## config.mk

```make
export PLATFORM = sky130hd
export DESIGN_NAME = motor_startup_config_fields
export DESIGN_NICKNAME = d
export VERILOG_FILES = /design/src/startup_cfg_pkg.sv /design/src/cfg_word_store.sv /design/src/motor_startup_config_fields.sv
export SDC_FILE = /design/constraint.sdc
export NUM_CORES = 1
export LEC_CHECK = 0
export ABC_AREA = 1
export BUFFER_PORTS_ARGS = -buffer_cell sky130_fd_sc_hd__buf_2
export CAP_MARGIN = 5
export CORE_AREA = 2 2 139 141
export DETAILED_ROUTE_END_ITERATION = 12
export DIE_AREA = 0 0 141 143
export PLACE_DENSITY = 0.48
export SETUP_SLACK_MARGIN = 0.2
export SKIP_CTS_REPAIR_TIMING = 1
export SLEW_MARGIN = 20
export SYNTH_ARGS = -nofsm -noshare
export SYNTH_HDL_FRONTEND = slang
export SYNTH_SLANG_ARGS = --single-unit
```

## constraint.sdc

```tcl
create_clock -name i_clock -period 5.1 [get_ports i_clock]
set_clock_uncertainty 0.1 [all_clocks]
set_input_delay 0.51 -clock i_clock [delete_from_list [all_inputs] [get_ports i_clock]]
set_output_delay 0.51 -clock i_clock [all_outputs]
set_load 0.05 [all_outputs]
```

## src/startup_cfg_pkg.sv

```systemverilog
// Purpose: constants and types for the motor start-up configuration bank
// Assumes: 32-bit register port, word-aligned byte offsets
// Notes: field positions follow the start-up settings word layout
package startup_cfg_pkg;

  localparam int ADDR_W = 8;
  localparam int DATA_W = 32;

  // Register byte offsets
  localparam logic [ADDR_W-1:0] STARTUP_ALIGN_OFFSET = 8'h84;
  localparam logic [ADDR_W-1:0] CLOSED_LOOP_A_OFFSET = 8'h88;

  // Reset values
  localparam logic [DATA_W-1:0] STARTUP_ALIGN_RESET = 32'h0000_0000;
  localparam logic [DATA_W-1:0] CLOSED_LOOP_A_RESET = 32'h0000_0000;
  localparam logic [DATA_W-1:0] UNMAPPED_READ = 32'h0000_0000;

  // Field positions in the start-up settings word
  localparam int ALIGN_ANGLE_LSB = 8;
  localparam int ALIGN_ANGLE_W = 5;
  localparam int FIRST_PCT_LSB = 4;
  localparam int FIRST_PCT_W = 4;
  localparam int RATE_CHOICE_BIT = 3;
  localparam int THETA_RAMP_LSB = 0;
  localparam int THETA_RAMP_W = 3;

  // Upper bits of the start-up word that are stored but not decoded here
  localparam int STARTUP_UPPER_LSB = 13;

  // Register port request
  typedef struct packed {
    logic [ADDR_W-1:0] addr;
    logic [DATA_W-1:0] wdata;
    logic wr;
    logic rd;
  } reg_req_t;

  // Decoded start-up fields
  typedef struct packed {
    logic [ALIGN_ANGLE_W-1:0] align_angle_code;
    logic [FIRST_PCT_W-1:0] startup_first_cycle_pct;
    logic first_cycle_rate_choice;
    logic [THETA_RAMP_W-1:0] theta_ramp_code;
  } startup_fields_t;

endpackage

```

## src/cfg_word_store.sv

```systemverilog
// Purpose: one 32-bit configuration word with reset value and write port
// Assumes: synchronous write, asynchronous active-low reset
// Notes: read data come straight from the stored flip-flops
`timescale 1ns/1ps
module cfg_word_store
  import startup_cfg_pkg::*;
#(
  parameter int WIDTH = DATA_W,
  parameter logic [WIDTH-1:0] RESET_VALUE = '0
) (
  // Clock and reset
  input wire logic i_clock,
  input wire logic i_rst_n,
  // Write side
  input wire logic i_we,
  input wire logic [WIDTH-1:0] i_wdata,
  // Stored word
  output logic [WIDTH-1:0] o_word
);

  logic [WIDTH-1:0] word_reg;

  always_ff @(posedge i_clock or negedge i_rst_n) begin
    if (!i_rst_n) begin
      word_reg <= RESET_VALUE;
    end else if (i_we) begin
      word_reg <= i_wdata;
    end
  end

  assign o_word = word_reg;

endmodule // cfg_word_store

```

## src/motor_startup_config_fields.sv

```systemverilog
// Purpose: start-up and closed-loop configuration register bank
// Assumes: one-cycle strobes; read data valid the cycle after a read strobe
// Notes: fields are plain storage decoded onto outputs for the start-up logic
//
// How it works
// Bits 12:8 select rotor alignment angle
// Bits 7:4 set first-cycle speed percent
// Bit 3 picks 0 Hz or percent
// Bits 2:0 set angle error ramp rate
// Closed-loop word at 88h, resets zero
// Reads return last write, no side effects
`timescale 1ns/1ps
module motor_startup_config_fields
  import startup_cfg_pkg::*;
(
  // Clock and reset
  input wire logic i_clock,
  input wire logic i_rstn,
  // Register port
  input wire logic [ADDR_W-1:0] i_addr,
  input wire logic [DATA_W-1:0] i_wdata,
  input wire logic i_wr,
  input wire logic i_rd,
  output logic [DATA_W-1:0] o_rdata,
  // Decoded start-up fields
  output logic [ALIGN_ANGLE_W-1:0] o_align_angle_code,
  output logic [FIRST_PCT_W-1:0] o_startup_first_cycle_pct,
  output logic o_first_cycle_rate_choice,
  output logic o_first_cycle_zero_hz,
  output logic [THETA_RAMP_W-1:0] o_theta_ramp_code,
  // Closed-loop settings word
  output logic [DATA_W-1:0] o_closed_loop_settings_a
);

  logic rst_sync1_reg;
  logic rst_sync2_reg;
  logic rst_n;
  reg_req_t req;
  logic we_startup;
  logic we_closed;
  logic [DATA_W-1:0] startup_word;
  logic [DATA_W-1:0] closed_word;
  logic [DATA_W-1:0] rdata_next;
  startup_fields_t fields;

  // Reset release through two flops
  always_ff @(posedge i_clock or negedge i_rstn) begin
    if (!i_rstn) begin
      rst_sync1_reg <= 1'b0;
      rst_sync2_reg <= 1'b0;
    end else begin
      rst_sync1_reg <= 1'b1;
      rst_sync2_reg <= rst_sync1_reg;
    end
  end

  assign rst_n = rst_sync2_reg;

  assign req = '{addr: i_addr, wdata: i_wdata, wr: i_wr, rd: i_rd};

  function automatic logic hit(input logic [ADDR_W-1:0] a, input logic [ADDR_W-1:0] off);
    return a == off;
  endfunction

  assign we_startup = req.wr && hit(req.addr, STARTUP_ALIGN_OFFSET);
  // closed-loop decode
  assign we_closed = req.wr && hit(req.addr, CLOSED_LOOP_A_OFFSET);

  // plain word storage
  cfg_word_store #(
    .WIDTH(DATA_W),
    .RESET_VALUE(STARTUP_ALIGN_RESET)
  ) u_startup_word (
    .i_clock(i_clock),
    .i_rst_n(rst_n),
    .i_we(we_startup),
    .i_wdata(req.wdata),
    .o_word(startup_word)
  );

  // zero reset word
  cfg_word_store #(
    .WIDTH(DATA_W),
    .RESET_VALUE(CLOSED_LOOP_A_RESET)
  ) u_closed_word (
    .i_clock(i_clock),
    .i_rst_n(rst_n),
    .i_we(we_closed),
    .i_wdata(req.wdata),
    .o_word(closed_word)
  );

  // alignment angle slice
  assign fields.align_angle_code = startup_word[ALIGN_ANGLE_LSB +: ALIGN_ANGLE_W];
  // first-cycle percent slice
  assign fields.startup_first_cycle_pct = startup_word[FIRST_PCT_LSB +: FIRST_PCT_W];
  // rate choice bit
  assign fields.first_cycle_rate_choice = startup_word[RATE_CHOICE_BIT];
  // theta ramp slice
  assign fields.theta_ramp_code = startup_word[THETA_RAMP_LSB +: THETA_RAMP_W];

  // read-back mux
  always_comb begin
    rdata_next = UNMAPPED_READ;
    if (hit(req.addr, STARTUP_ALIGN_OFFSET)) begin
      rdata_next = startup_word;
    end else if (hit(req.addr, CLOSED_LOOP_A_OFFSET)) begin
      rdata_next = closed_word;
    end
  end

  // Read data held for exactly the cycle after the strobe
  always_ff @(posedge i_clock or negedge rst_n) begin
    if (!rst_n) begin
      o_rdata <= UNMAPPED_READ;
    end else if (req.rd) begin
      o_rdata <= rdata_next;
    end else begin
      o_rdata <= UNMAPPED_READ;
    end
  end

  // Field outputs registered from the stored words
  always_ff @(posedge i_clock or negedge rst_n) begin
    if (!rst_n) begin
      o_align_angle_code <= STARTUP_ALIGN_RESET[ALIGN_ANGLE_LSB +: ALIGN_ANGLE_W];
      o_startup_first_cycle_pct <= STARTUP_ALIGN_RESET[FIRST_PCT_LSB +: FIRST_PCT_W];
      o_first_cycle_rate_choice <= STARTUP_ALIGN_RESET[RATE_CHOICE_BIT];
      o_first_cycle_zero_hz <= ~STARTUP_ALIGN_RESET[RATE_CHOICE_BIT];
      o_theta_ramp_code <= STARTUP_ALIGN_RESET[THETA_RAMP_LSB +: THETA_RAMP_W];
      o_closed_loop_settings_a <= CLOSED_LOOP_A_RESET;
    end else begin
      o_align_angle_code <= fields.align_angle_code;
      o_startup_first_cycle_pct <= fields.startup_first_cycle_pct;
      o_first_cycle_rate_choice <= fields.first_cycle_rate_choice;
      // zero forces 0 Hz
      o_first_cycle_zero_hz <= ~fields.first_cycle_rate_choice;
      o_theta_ramp_code <= fields.theta_ramp_code;
      o_closed_loop_settings_a <= closed_word;
    end
  end

endmodule // motor_startup_config_fields

```

-- Word level (Yosys, flattened, before mapping)
Cells that the tools add are included.
- add/sub/neg operators: 0
- $mul: 0
- divide/modulo/power cells: 0
- $lt $le $gt $ge: 0
- equality and inequality tests: 2
- shifts and indexed selects: 0
- muxes and demuxes: 3
- bitwise logic cells: 1
- reductions and logical operators: 2
- operators by type and width (cell ; number):
    two-way mux 32 bit ; 3
    == test 8 bit, second input constant ; 2
    logical AND 1 bit ; 2
    NOT 1 bit ; 1
- register bits: 144
- bits in latches: 0
- memory bits (writable): 0
- bits in read-only memories: 0
- bits of input ports: 44
- output and inout port bits: 78
- logic and storage cells: 19
- memories kept: 0

-- Longest topological paths before layout
Gate-level depths: netlist (run 1).
- word-level depth: 4
- depth in mapped cells: 8
- gate-level depth less buffers: 7

-- Hierarchy
A second synthesis (run 1) with hierarchy kept.
- cell total of the unflattened synthesis: 507
- area, all modules: 5367.6 um^2
- modules (own cells, without submodules) (module ; times used ; cells each ; area an instance (um^2) ; seq. area each (um^2)):
    motor_startup_config_fields ; 1 ; 235 ; 2782.7 ; 2003.2
    cfg_word_store ; 2 ; 136 ; 1292.5 ; 800.8

-- Worst setup path before layout (run 1)
No wires, ideal clock.
- kind: input -> register
- start point: input i_addr[4]
- end point: register u_startup_word.word_reg[23] (netlist: u_startup_word.o_word[23])
- setup time: 117 ps
- arrival time: 1239 ps
- data required time: 4883 ps
- setup slack: 3643 ps
- stages: 7
- buffers on the path: 1
- path through: inv_1 > nand2_1 > nor2_8 > nand3_4 > buf_6 > nand2_1 > o21ai_2
- longest elaborated chain between the ends: 2
- RTL lines (item ; RTL line ; text):
    start: declaration ; motor_startup_config_fields.sv:20 ; input wire logic [ADDR_W-1:0] i_addr,
    == test 8 bit ; motor_startup_config_fields.sv:62 ; return a == off;
    logical AND 1 bit ; motor_startup_config_fields.sv:65 ; assign we_startup = req.wr && hit(req.addr, STARTUP_ALIGN_OFFSET);
    end signal: assignment ; cfg_word_store.sv:27 ; word_reg <= i_wdata;
    end: declaration ; cfg_word_store.sv:21 ; logic [WIDTH-1:0] word_reg;
No other way between the ends.
A chain may end at the register's enable or synchronous reset.

-- Final worst setup path (run 1)
- start point: input i_addr[3]
- end point: register u_startup_word.word_reg[27] (netlist: u_startup_word.o_word[27])
Same word-level chain as after synthesis.

==> results of run 1 <==
where the power goes:
group	total, mW	internal, mW	switching (mW)
Clock	1.33	0.862	0.469
Combinational	0.190	0.0465	0.144
Sequential	1.21	1.19	0.0282
Total	2.73	2.09	0.641
metrics by stage:
step                cells  instance area (sq um)  total power [mW]
CTS                   898                   6870             2.762
global placement      867                   6242             1.423
detailed placement    867                   6245             1.427
global route          899                   6880             2.834
floorplan             538                   5532             1.358
finish                899                   6880             2.735
cell type report:
type / instances / area [sq um] / area share
flip-flops and latches: 144 / 3608 / 0.5245
inverters: 65 / 244.0 / 0.03546
clock buffers: 20 / 436.7 / 0.06347
repair buffers: 125 / 638.1 / 0.09274
clock inverters: 11 / 188.9 / 0.02746
well taps: 234 / 292.8 / 0.04255
multi-input cells: 300 / 1471 / 0.2139
cells by family (layout without fill, tap and decap cells):
group / after synthesis / count (layout) / share of synthesized area
AO/OA/AOI/OAI: 84 / 84 / 0.09772
buffers and inverters: 94 / 221 / 0.08324
flip-flops: 144 / 144 / 0.6517
other: 1 / 1 / 0.0006779
AND/OR/NAND/NOR: 215 / 215 / 0.1667
metal layers:
layer  GRT usage  share of wire
met5           0              0
met4     0.05684          0.017
met3     0.03588          0.048
met2      0.2090           0.43
met1      0.1991           0.51
cell usage after synthesis, drive strengths merged:
| cell | count |
|---|---|
| a21oi | 52 |
| buf | 24 |
| nand3 | 45 |
| dfstp | 1 |
| clkbuf | 5 |
| o21ai | 32 |
| conb | 1 |
| dfrtp | 143 |
| nor2 | 10 |
| nand2 | 160 |
| inv | 65 |
path summary, 6_finish.rpt:
kind                              from                         to  slack (ns)  cells after the start
hold / removal                   rst_n   u_closed_word.o_word[24]        0.17                      0
max in group asynchronous        rst_n       o_theta_ramp_code[2]        3.53                      1
setup / recovery             i_addr[3]  u_startup_word.o_word[27]        2.36                      7
setup reg to reg                 rst_n       o_theta_ramp_code[2]        3.53                      1
min in group i_clock       i_wdata[30]   u_closed_word.o_word[30]        0.20                      3
hold reg to reg                  rst_n   u_closed_word.o_word[24]        0.17                      0
==> metrics.md, run 1 <==
| Metric | Value |
|---|---|
| Most common cell after layout, fill and taps aside | nand2_1 |
| RSZ-0062 raised after global routing | false |
| Effective utilization at floorplan | 0.2977 |
| IO Port Bufs | 121 |
| Cells along the critical path | buf_2, inv_1, nand2_1, nor2_4, nand3_4, nand2_1, o21ai_2 |
| Fin. max-slew vios | 0 |
| Maximum vdd drop | ~0.24 mV |
| First-pass GRT wire length | ~22 mm |
| Net Count, Synth | 582 |
| Final Critical Period | approximately 2.7 ns |
| Final Util | 0.3703 |
| CTS clk-pin slew, worst paths | 0.06 ns |
| Hold crit path type | reg -> async |
| CP max stage cell | nand3_4 |
| Rel. slew slack | 0.3168 |
| 1st-iter DRT viols | ~240 |
| Share of cells above drive strength 1 | 0.3023 |
| Synth Cell Area | 5532 sq um |
| Routed WL per cell | 15.19 um |
| Num rows | 50 |
| TritonCTS Sinks | 144 |
| Via count | 3910 |
| Deepest clock path buffer count | 2 |
| Clock latency at the later pin of the worst-skew pair | about 0.42 ns |
| CP most frequent cell | nand2_1 |
| Crit Path Class | in -> reg |
| GRT Resource Usage Total | 0.1413 |
| Final period util | 0.5378 |
| Hpwl dp | roughly 8.5 mm |
| GPL Wtd Cong | 0.7187 |
| CTS tree | yes |
| CORE AREA | ~19000 sq um |
| Most frequent cells in the layout | nand2_1, dfrtp_1, buf_2, inv_1, a21oi_1 |
| Startpoint types | primary input |
| Worst hold slack | 0.1662 ns |
| Setup-failing EPs final | 0 |
| Sequential area share after synthesis | 0.6517 |
| Area delta synth->final | 24.38% |
| Maximum clock frequency | between 300 and 400 MHz |
| Max Cap Viol | 0 |
| Yosys top cell area share | 0.6469 |
| Pwr dens | 397.5 nW/um^2 |
| Crit path largest cell delay | approximately 0.93 ns |
| Global route overflow | 0 |
| CP endpoint kind | flop |
| Routed Antenna Nets | 0 |
| P_leak | between 3 and 4 nW |
| Cells after synthesis | between 500 and 600 |
| Hold Vio Cnt, Final | 0 |
| Vias in the first global route | 3928 |
| Slew @ Worst Pin | 1.022 ns |
| Final WS setup | approximately 2.4 ns |
| NumNets Final | 697 |
| Critical path buffers and inverters | 2 |
| Worst Path Arrival | 2.93 ns |
| DIE AREA | between 20000 and 25000 sq um |
| Ys Warns | 0 |
| DRT Pass-1 Iters | 4 |
| Max H-tree Level | 4 |
| Top Family by Delay on Critical Path | simple AND/OR/NAND/NOR gates |
| Post-synthesis cell type count | 20 |
| Cell taking the most area after synthesis | dfrtp_1 |
| DRT Wirelength | 13.66 mm |
| Filler instances | 1851 |
| Synth area leaders | dfrtp_1, nand2_1, o21ai_2 |
| Initial antenna violation count | 0 |
| Pin count of the biggest net entering global routing | between 60 and 70 |
| Vias/cell | roughly 4.3 |
| N_diodes | 0 |
| Average cell area after synthesis | 10.28 sq um |
| Yosys reg bits | between 100 and 150 |
| Cts bufs inserted | 17 |
| Status | finished clean |
| IO Pins | about 120 |
| Die span in y | 143 um |
| Clk root buf | clkbuf_16 |
| Setup TNS | 0 ns |
| Die width | 141 um |
| DP Worst Slack | between 1.5 and 2 ns |
| Residual DRC | 0 |
| Required arrival time at the worst endpoint | 5.28 ns |
| Crit-path max FO | 64 |
(Power assumes the default switching activity.)
==> run 2: changes to the inputs <==
--- a/config.mk
+++ b/config.mk
@@ -5,13 +5,13 @@
 export SDC_FILE = /design/constraint.sdc
 export NUM_CORES = 1
 export LEC_CHECK = 0
-export ABC_AREA = 1
+export ABC_AREA = 0
 export BUFFER_PORTS_ARGS = -buffer_cell sky130_fd_sc_hd__buf_2
 export CAP_MARGIN = 5
-export CORE_AREA = 2 2 139 141
+export CORE_AREA = 2 2 134 136
 export DETAILED_ROUTE_END_ITERATION = 12
-export DIE_AREA = 0 0 141 143
-export PLACE_DENSITY = 0.48
+export DIE_AREA = 0 0 136 138
+export PLACE_DENSITY = 0.5
 export SETUP_SLACK_MARGIN = 0.2
 export SKIP_CTS_REPAIR_TIMING = 1
 export SLEW_MARGIN = 20
==> constraint.sdc (replaced) <==
create_clock -name i_clock -period 2.5 [get_ports i_clock]
set_clock_uncertainty 0.1 [all_clocks]
set_input_delay 0.25 -clock i_clock [delete_from_list [all_inputs] [get_ports i_clock]]
set_output_delay 0.25 -clock i_clock [all_outputs]
set_load 0.05 [all_outputs]
==> metrics.md, run 2 <==
| Metric | Value |
|---|---|
| Num rows | 49 (-2.0%) |
| Clk root buf | clkbuf_16 |
| N_diodes | 0 (unchanged) |
| Count leader, synth | dfrtp_1 |
| Startpoint types | flop |
| Most common cell after layout, fill and taps aside | dfrtp_1 |
| Worst hold slack | 0.01373 ns (-0.1525 ns) |
| Via count | 2970 (-24%) |
| Worst Path Arrival | 1.16 ns (-1.77 ns) |
| Internal | 4.075 mW (+95%) |
| Fin. max-slew vios | 0 (unchanged) |
| Pwr dens | 774.6 nW/um^2 (+95%) |
| TritonCTS Sinks | 144 (unchanged) |
| Hold Vio Cnt, Final | 0 (unchanged) |
| Reg-to-reg slack, setup | 1.58 ns (-1.95 ns) |
| Top Family by Delay on Critical Path | flip-flops |
| Cells after synthesis | 295 (-45%) |
| Combinational share of power | 0.075 (+0.005) |
| Slew @ Worst Pin | 0.5569 ns (-0.4654 ns) |
| Post-synthesis cell type count | 14 (-30%) |
| Initial antenna violation count | 0 (unchanged) |
| Yosys reg bits | 144 (unchanged) |
| Hold crit path type | in -> reg |
| Cells along the critical path | buf_2 |
| Levels on crit path | 1 (-6) |
| Routed Antenna Nets | 0 (unchanged) |
| Average cell area after synthesis | 17.31 sq um (+68%) |
| Final period util | 0.6039 |
| Pin count of the biggest net entering global routing | 99 (+43%) |
| Deepest clock path buffer count | 2 (unchanged) |
| CP endpoint kind | output pin |
| IO Pins | 122 (unchanged) |
| Final Util | 0.3925 (+0.02216) |
| 1st-iter DRT viols | 103 (-58%) |
| Rel. slew slack | 0.6287 (+0.3119) |
| IO Port Bufs | 121 (unchanged) |
| Clock latency at the later pin of the worst-skew pair | 0.41 ns (about the same) |
| Synth Cell Area | 5106 sq um (-7.7%) |
| Routed WL per cell | 15.66 um (+3.1%) |
| GRT Resource Usage Total | 0.1233 (-0.01800) |
| Yosys top cell area share | 0.7008 (+0.05390) |
| CTS tree | yes |
| CP max stage cell | dfstp_2 |
| GPL Wtd Cong | 0.7017 (-2.4%) |
| Vias/cell | 4.225 (-2.9%) |
| Crit-path max FO | 1 (-98%) |
| Sequential area share after synthesis | 0.7060 (+0.05429) |
| Worst r2r src | rst_n |
| CORE AREA | 17530 sq um (-5.6%) |
| Status | finished clean |
| Max H-tree Level | 4 (unchanged) |
| Crit path largest cell delay | 0.51 ns (-0.42 ns) |
| P_leak | 3.679 nW (-0.77%) |
| Global route overflow | 0 (unchanged) |
| Die span in y | 138 um (-3.5%) |
| Path depth of the worst reg2reg path | 1 (unchanged) |
| NumNets Final | 505 (-28%) |
| WHS Endpoint | u_startup_word.o_word[5] |
| Maximum vdd drop | 0.4370 mV (+81%) |
| RSZ-0062 raised after global routing | false |
| Ys Warns | 0 (unchanged) |
| First-pass GRT wire length | 17.48 mm (-19%) |
| Effective utilization at floorplan | 0.2912 (-0.006502) |
| Most frequent cells in the layout | dfrtp_1, buf_2, mux2_4, a22oi_1, nor2_1 |
| Residual DRC | 0 (unchanged) |
| Synth cell count leaders | dfrtp_1, mux2_4, a22oi_1, nor2_1, clkbuf_1 |
| Critical path buffers and inverters | 1 (-1) |
| Die width | 136 um (-3.5%) |
| Synth area leaders | dfrtp_1, mux2_4, a22oi_1 |
| Sequential power share | 0.462 (+0.018) |
| Area delta synth->final | 34.77% |
| Crit Path Class | reg -> out |
| Setup TNS | 0 ns (unchanged) |
| Maximum clock frequency | 662.4 MHz |
| Hold path start | i_wdata[5] |
| Share of cells above drive strength 1 | 0.4895 (+0.1872) |
| DIE AREA | 18770 sq um (-6.9%) |
| DRT Pass-1 Iters | 4 (unchanged) |
| Cts bufs inserted | 17 (unchanged) |
| Clk pwr share | 0.463 (-0.024) |
| DRT Wirelength | 11.01 mm (-19%) |
| Max Cap Viol | 0 (unchanged) |
| Switching part of the total | 0.2356 (+0.001277) |
| Hpwl dp | 7.146 mm (-16%) |
| Worst hold path depth | 2 |
| Synth Flop Type | dfrtp_1 |
| CTS clk-pin slew, worst paths | 0.06 ns (about the same) |
| Required arrival time at the worst endpoint | 2.15 ns (-3.13 ns) |
| Vias in the first global route | 3074 (-22%) |
| Cell taking the most area after synthesis | dfrtp_1 |
| Setup-failing EPs final | 0 (unchanged) |
| Net Count, Synth | 339 (-42%) |
| Final Critical Period | 1.510 ns |
| Post-synth EDFFs | 0 (unchanged) |
| R2r endpoint | u_closed_word.o_word[23] |
| Ys async rst share | 1.000 (unchanged) |
| Switching pwr | 1.256 mW (+96%) |
[run 2: cell count changes after synthesis, sizes merged]
cell / previous run / this run
nand2: 160 / 1
o21ai: 32 / 0
buf: 24 / 6
a22oi: 0 / 32
mux2: 0 / 64
nor2: 10 / 32
clkbuf: 5 / 9
nor4b: 0 / 3
inv: 65 / 1
nand3: 45 / 2
a21oi: 52 / 0
[run 2: area by class of cell]
cell class	count	area [sq um]
fill	1674	10650
sequential	144	3608
multi-input combinational	135	1396
timing repair buffer	162	1003
clock buffer	20	446.7
tap	229	286.5
clock inverter	12	136.4
inverter	1	3.754
[run 2: power by group through the flow]
stage               sequential, mW  clock (mW)  combinational [mW]
global route                  2.47        2.66               0.428
finish                        2.47        2.47               0.399
floorplan                     2.65           0              0.0892
global placement              2.51           0               0.363
CTS                           2.47        2.55               0.370
detailed placement            2.51           0               0.369
[run 2: per-stage QoR]
step	worst slack [ns]	instances	instance area, sq um	total power, mW
final	0.9902	703	6882	5.331
after global routing	0.9460	703	6882	5.562
after CTS	0.9604	672	6571	5.386
after detailed placement	0.6750	640	5988	2.876
after global placement	0.7181	640	5988	2.869
after floorplan	0.8884	295	5110	2.742
[run 2: logic make-up after synthesis]
group                  Yosys count  synth area share
AND/OR/NAND/NOR                 38           0.04043
flip-flops                     144            0.7060
AO/OA/AOI/OAI                   32           0.04705
multiplexers                    64            0.1852
other                            1         0.0007344
buffers and inverters           16           0.02058
[run 2: how the worst max path moves through the flow]
stage,start,endpoint,slack (ns)
after floorplan,rst_n,o_align_angle_code[0],0.89
after global placement,i_addr[6],u_startup_word.o_word[28],0.72
after detailed placement,i_addr[6],u_closed_word.o_word[21],0.67
after CTS,o_first_cycle_zero_hz,o_first_cycle_zero_hz,0.96
after global routing,o_first_cycle_zero_hz,o_first_cycle_zero_hz,0.95
final,o_first_cycle_zero_hz,o_first_cycle_zero_hz,0.99
[run 2: per-layer routing]
layer / track usage / wire (um) / up-vias
li1: - / - / 1358
met1: 0.1591 / 5019 / 1525
met2: 0.1939 / 5379 / 79
met3: 0.03704 / 468 / 8
met4: 0.04934 / 140 / 0
met5: 0 / 0 / -
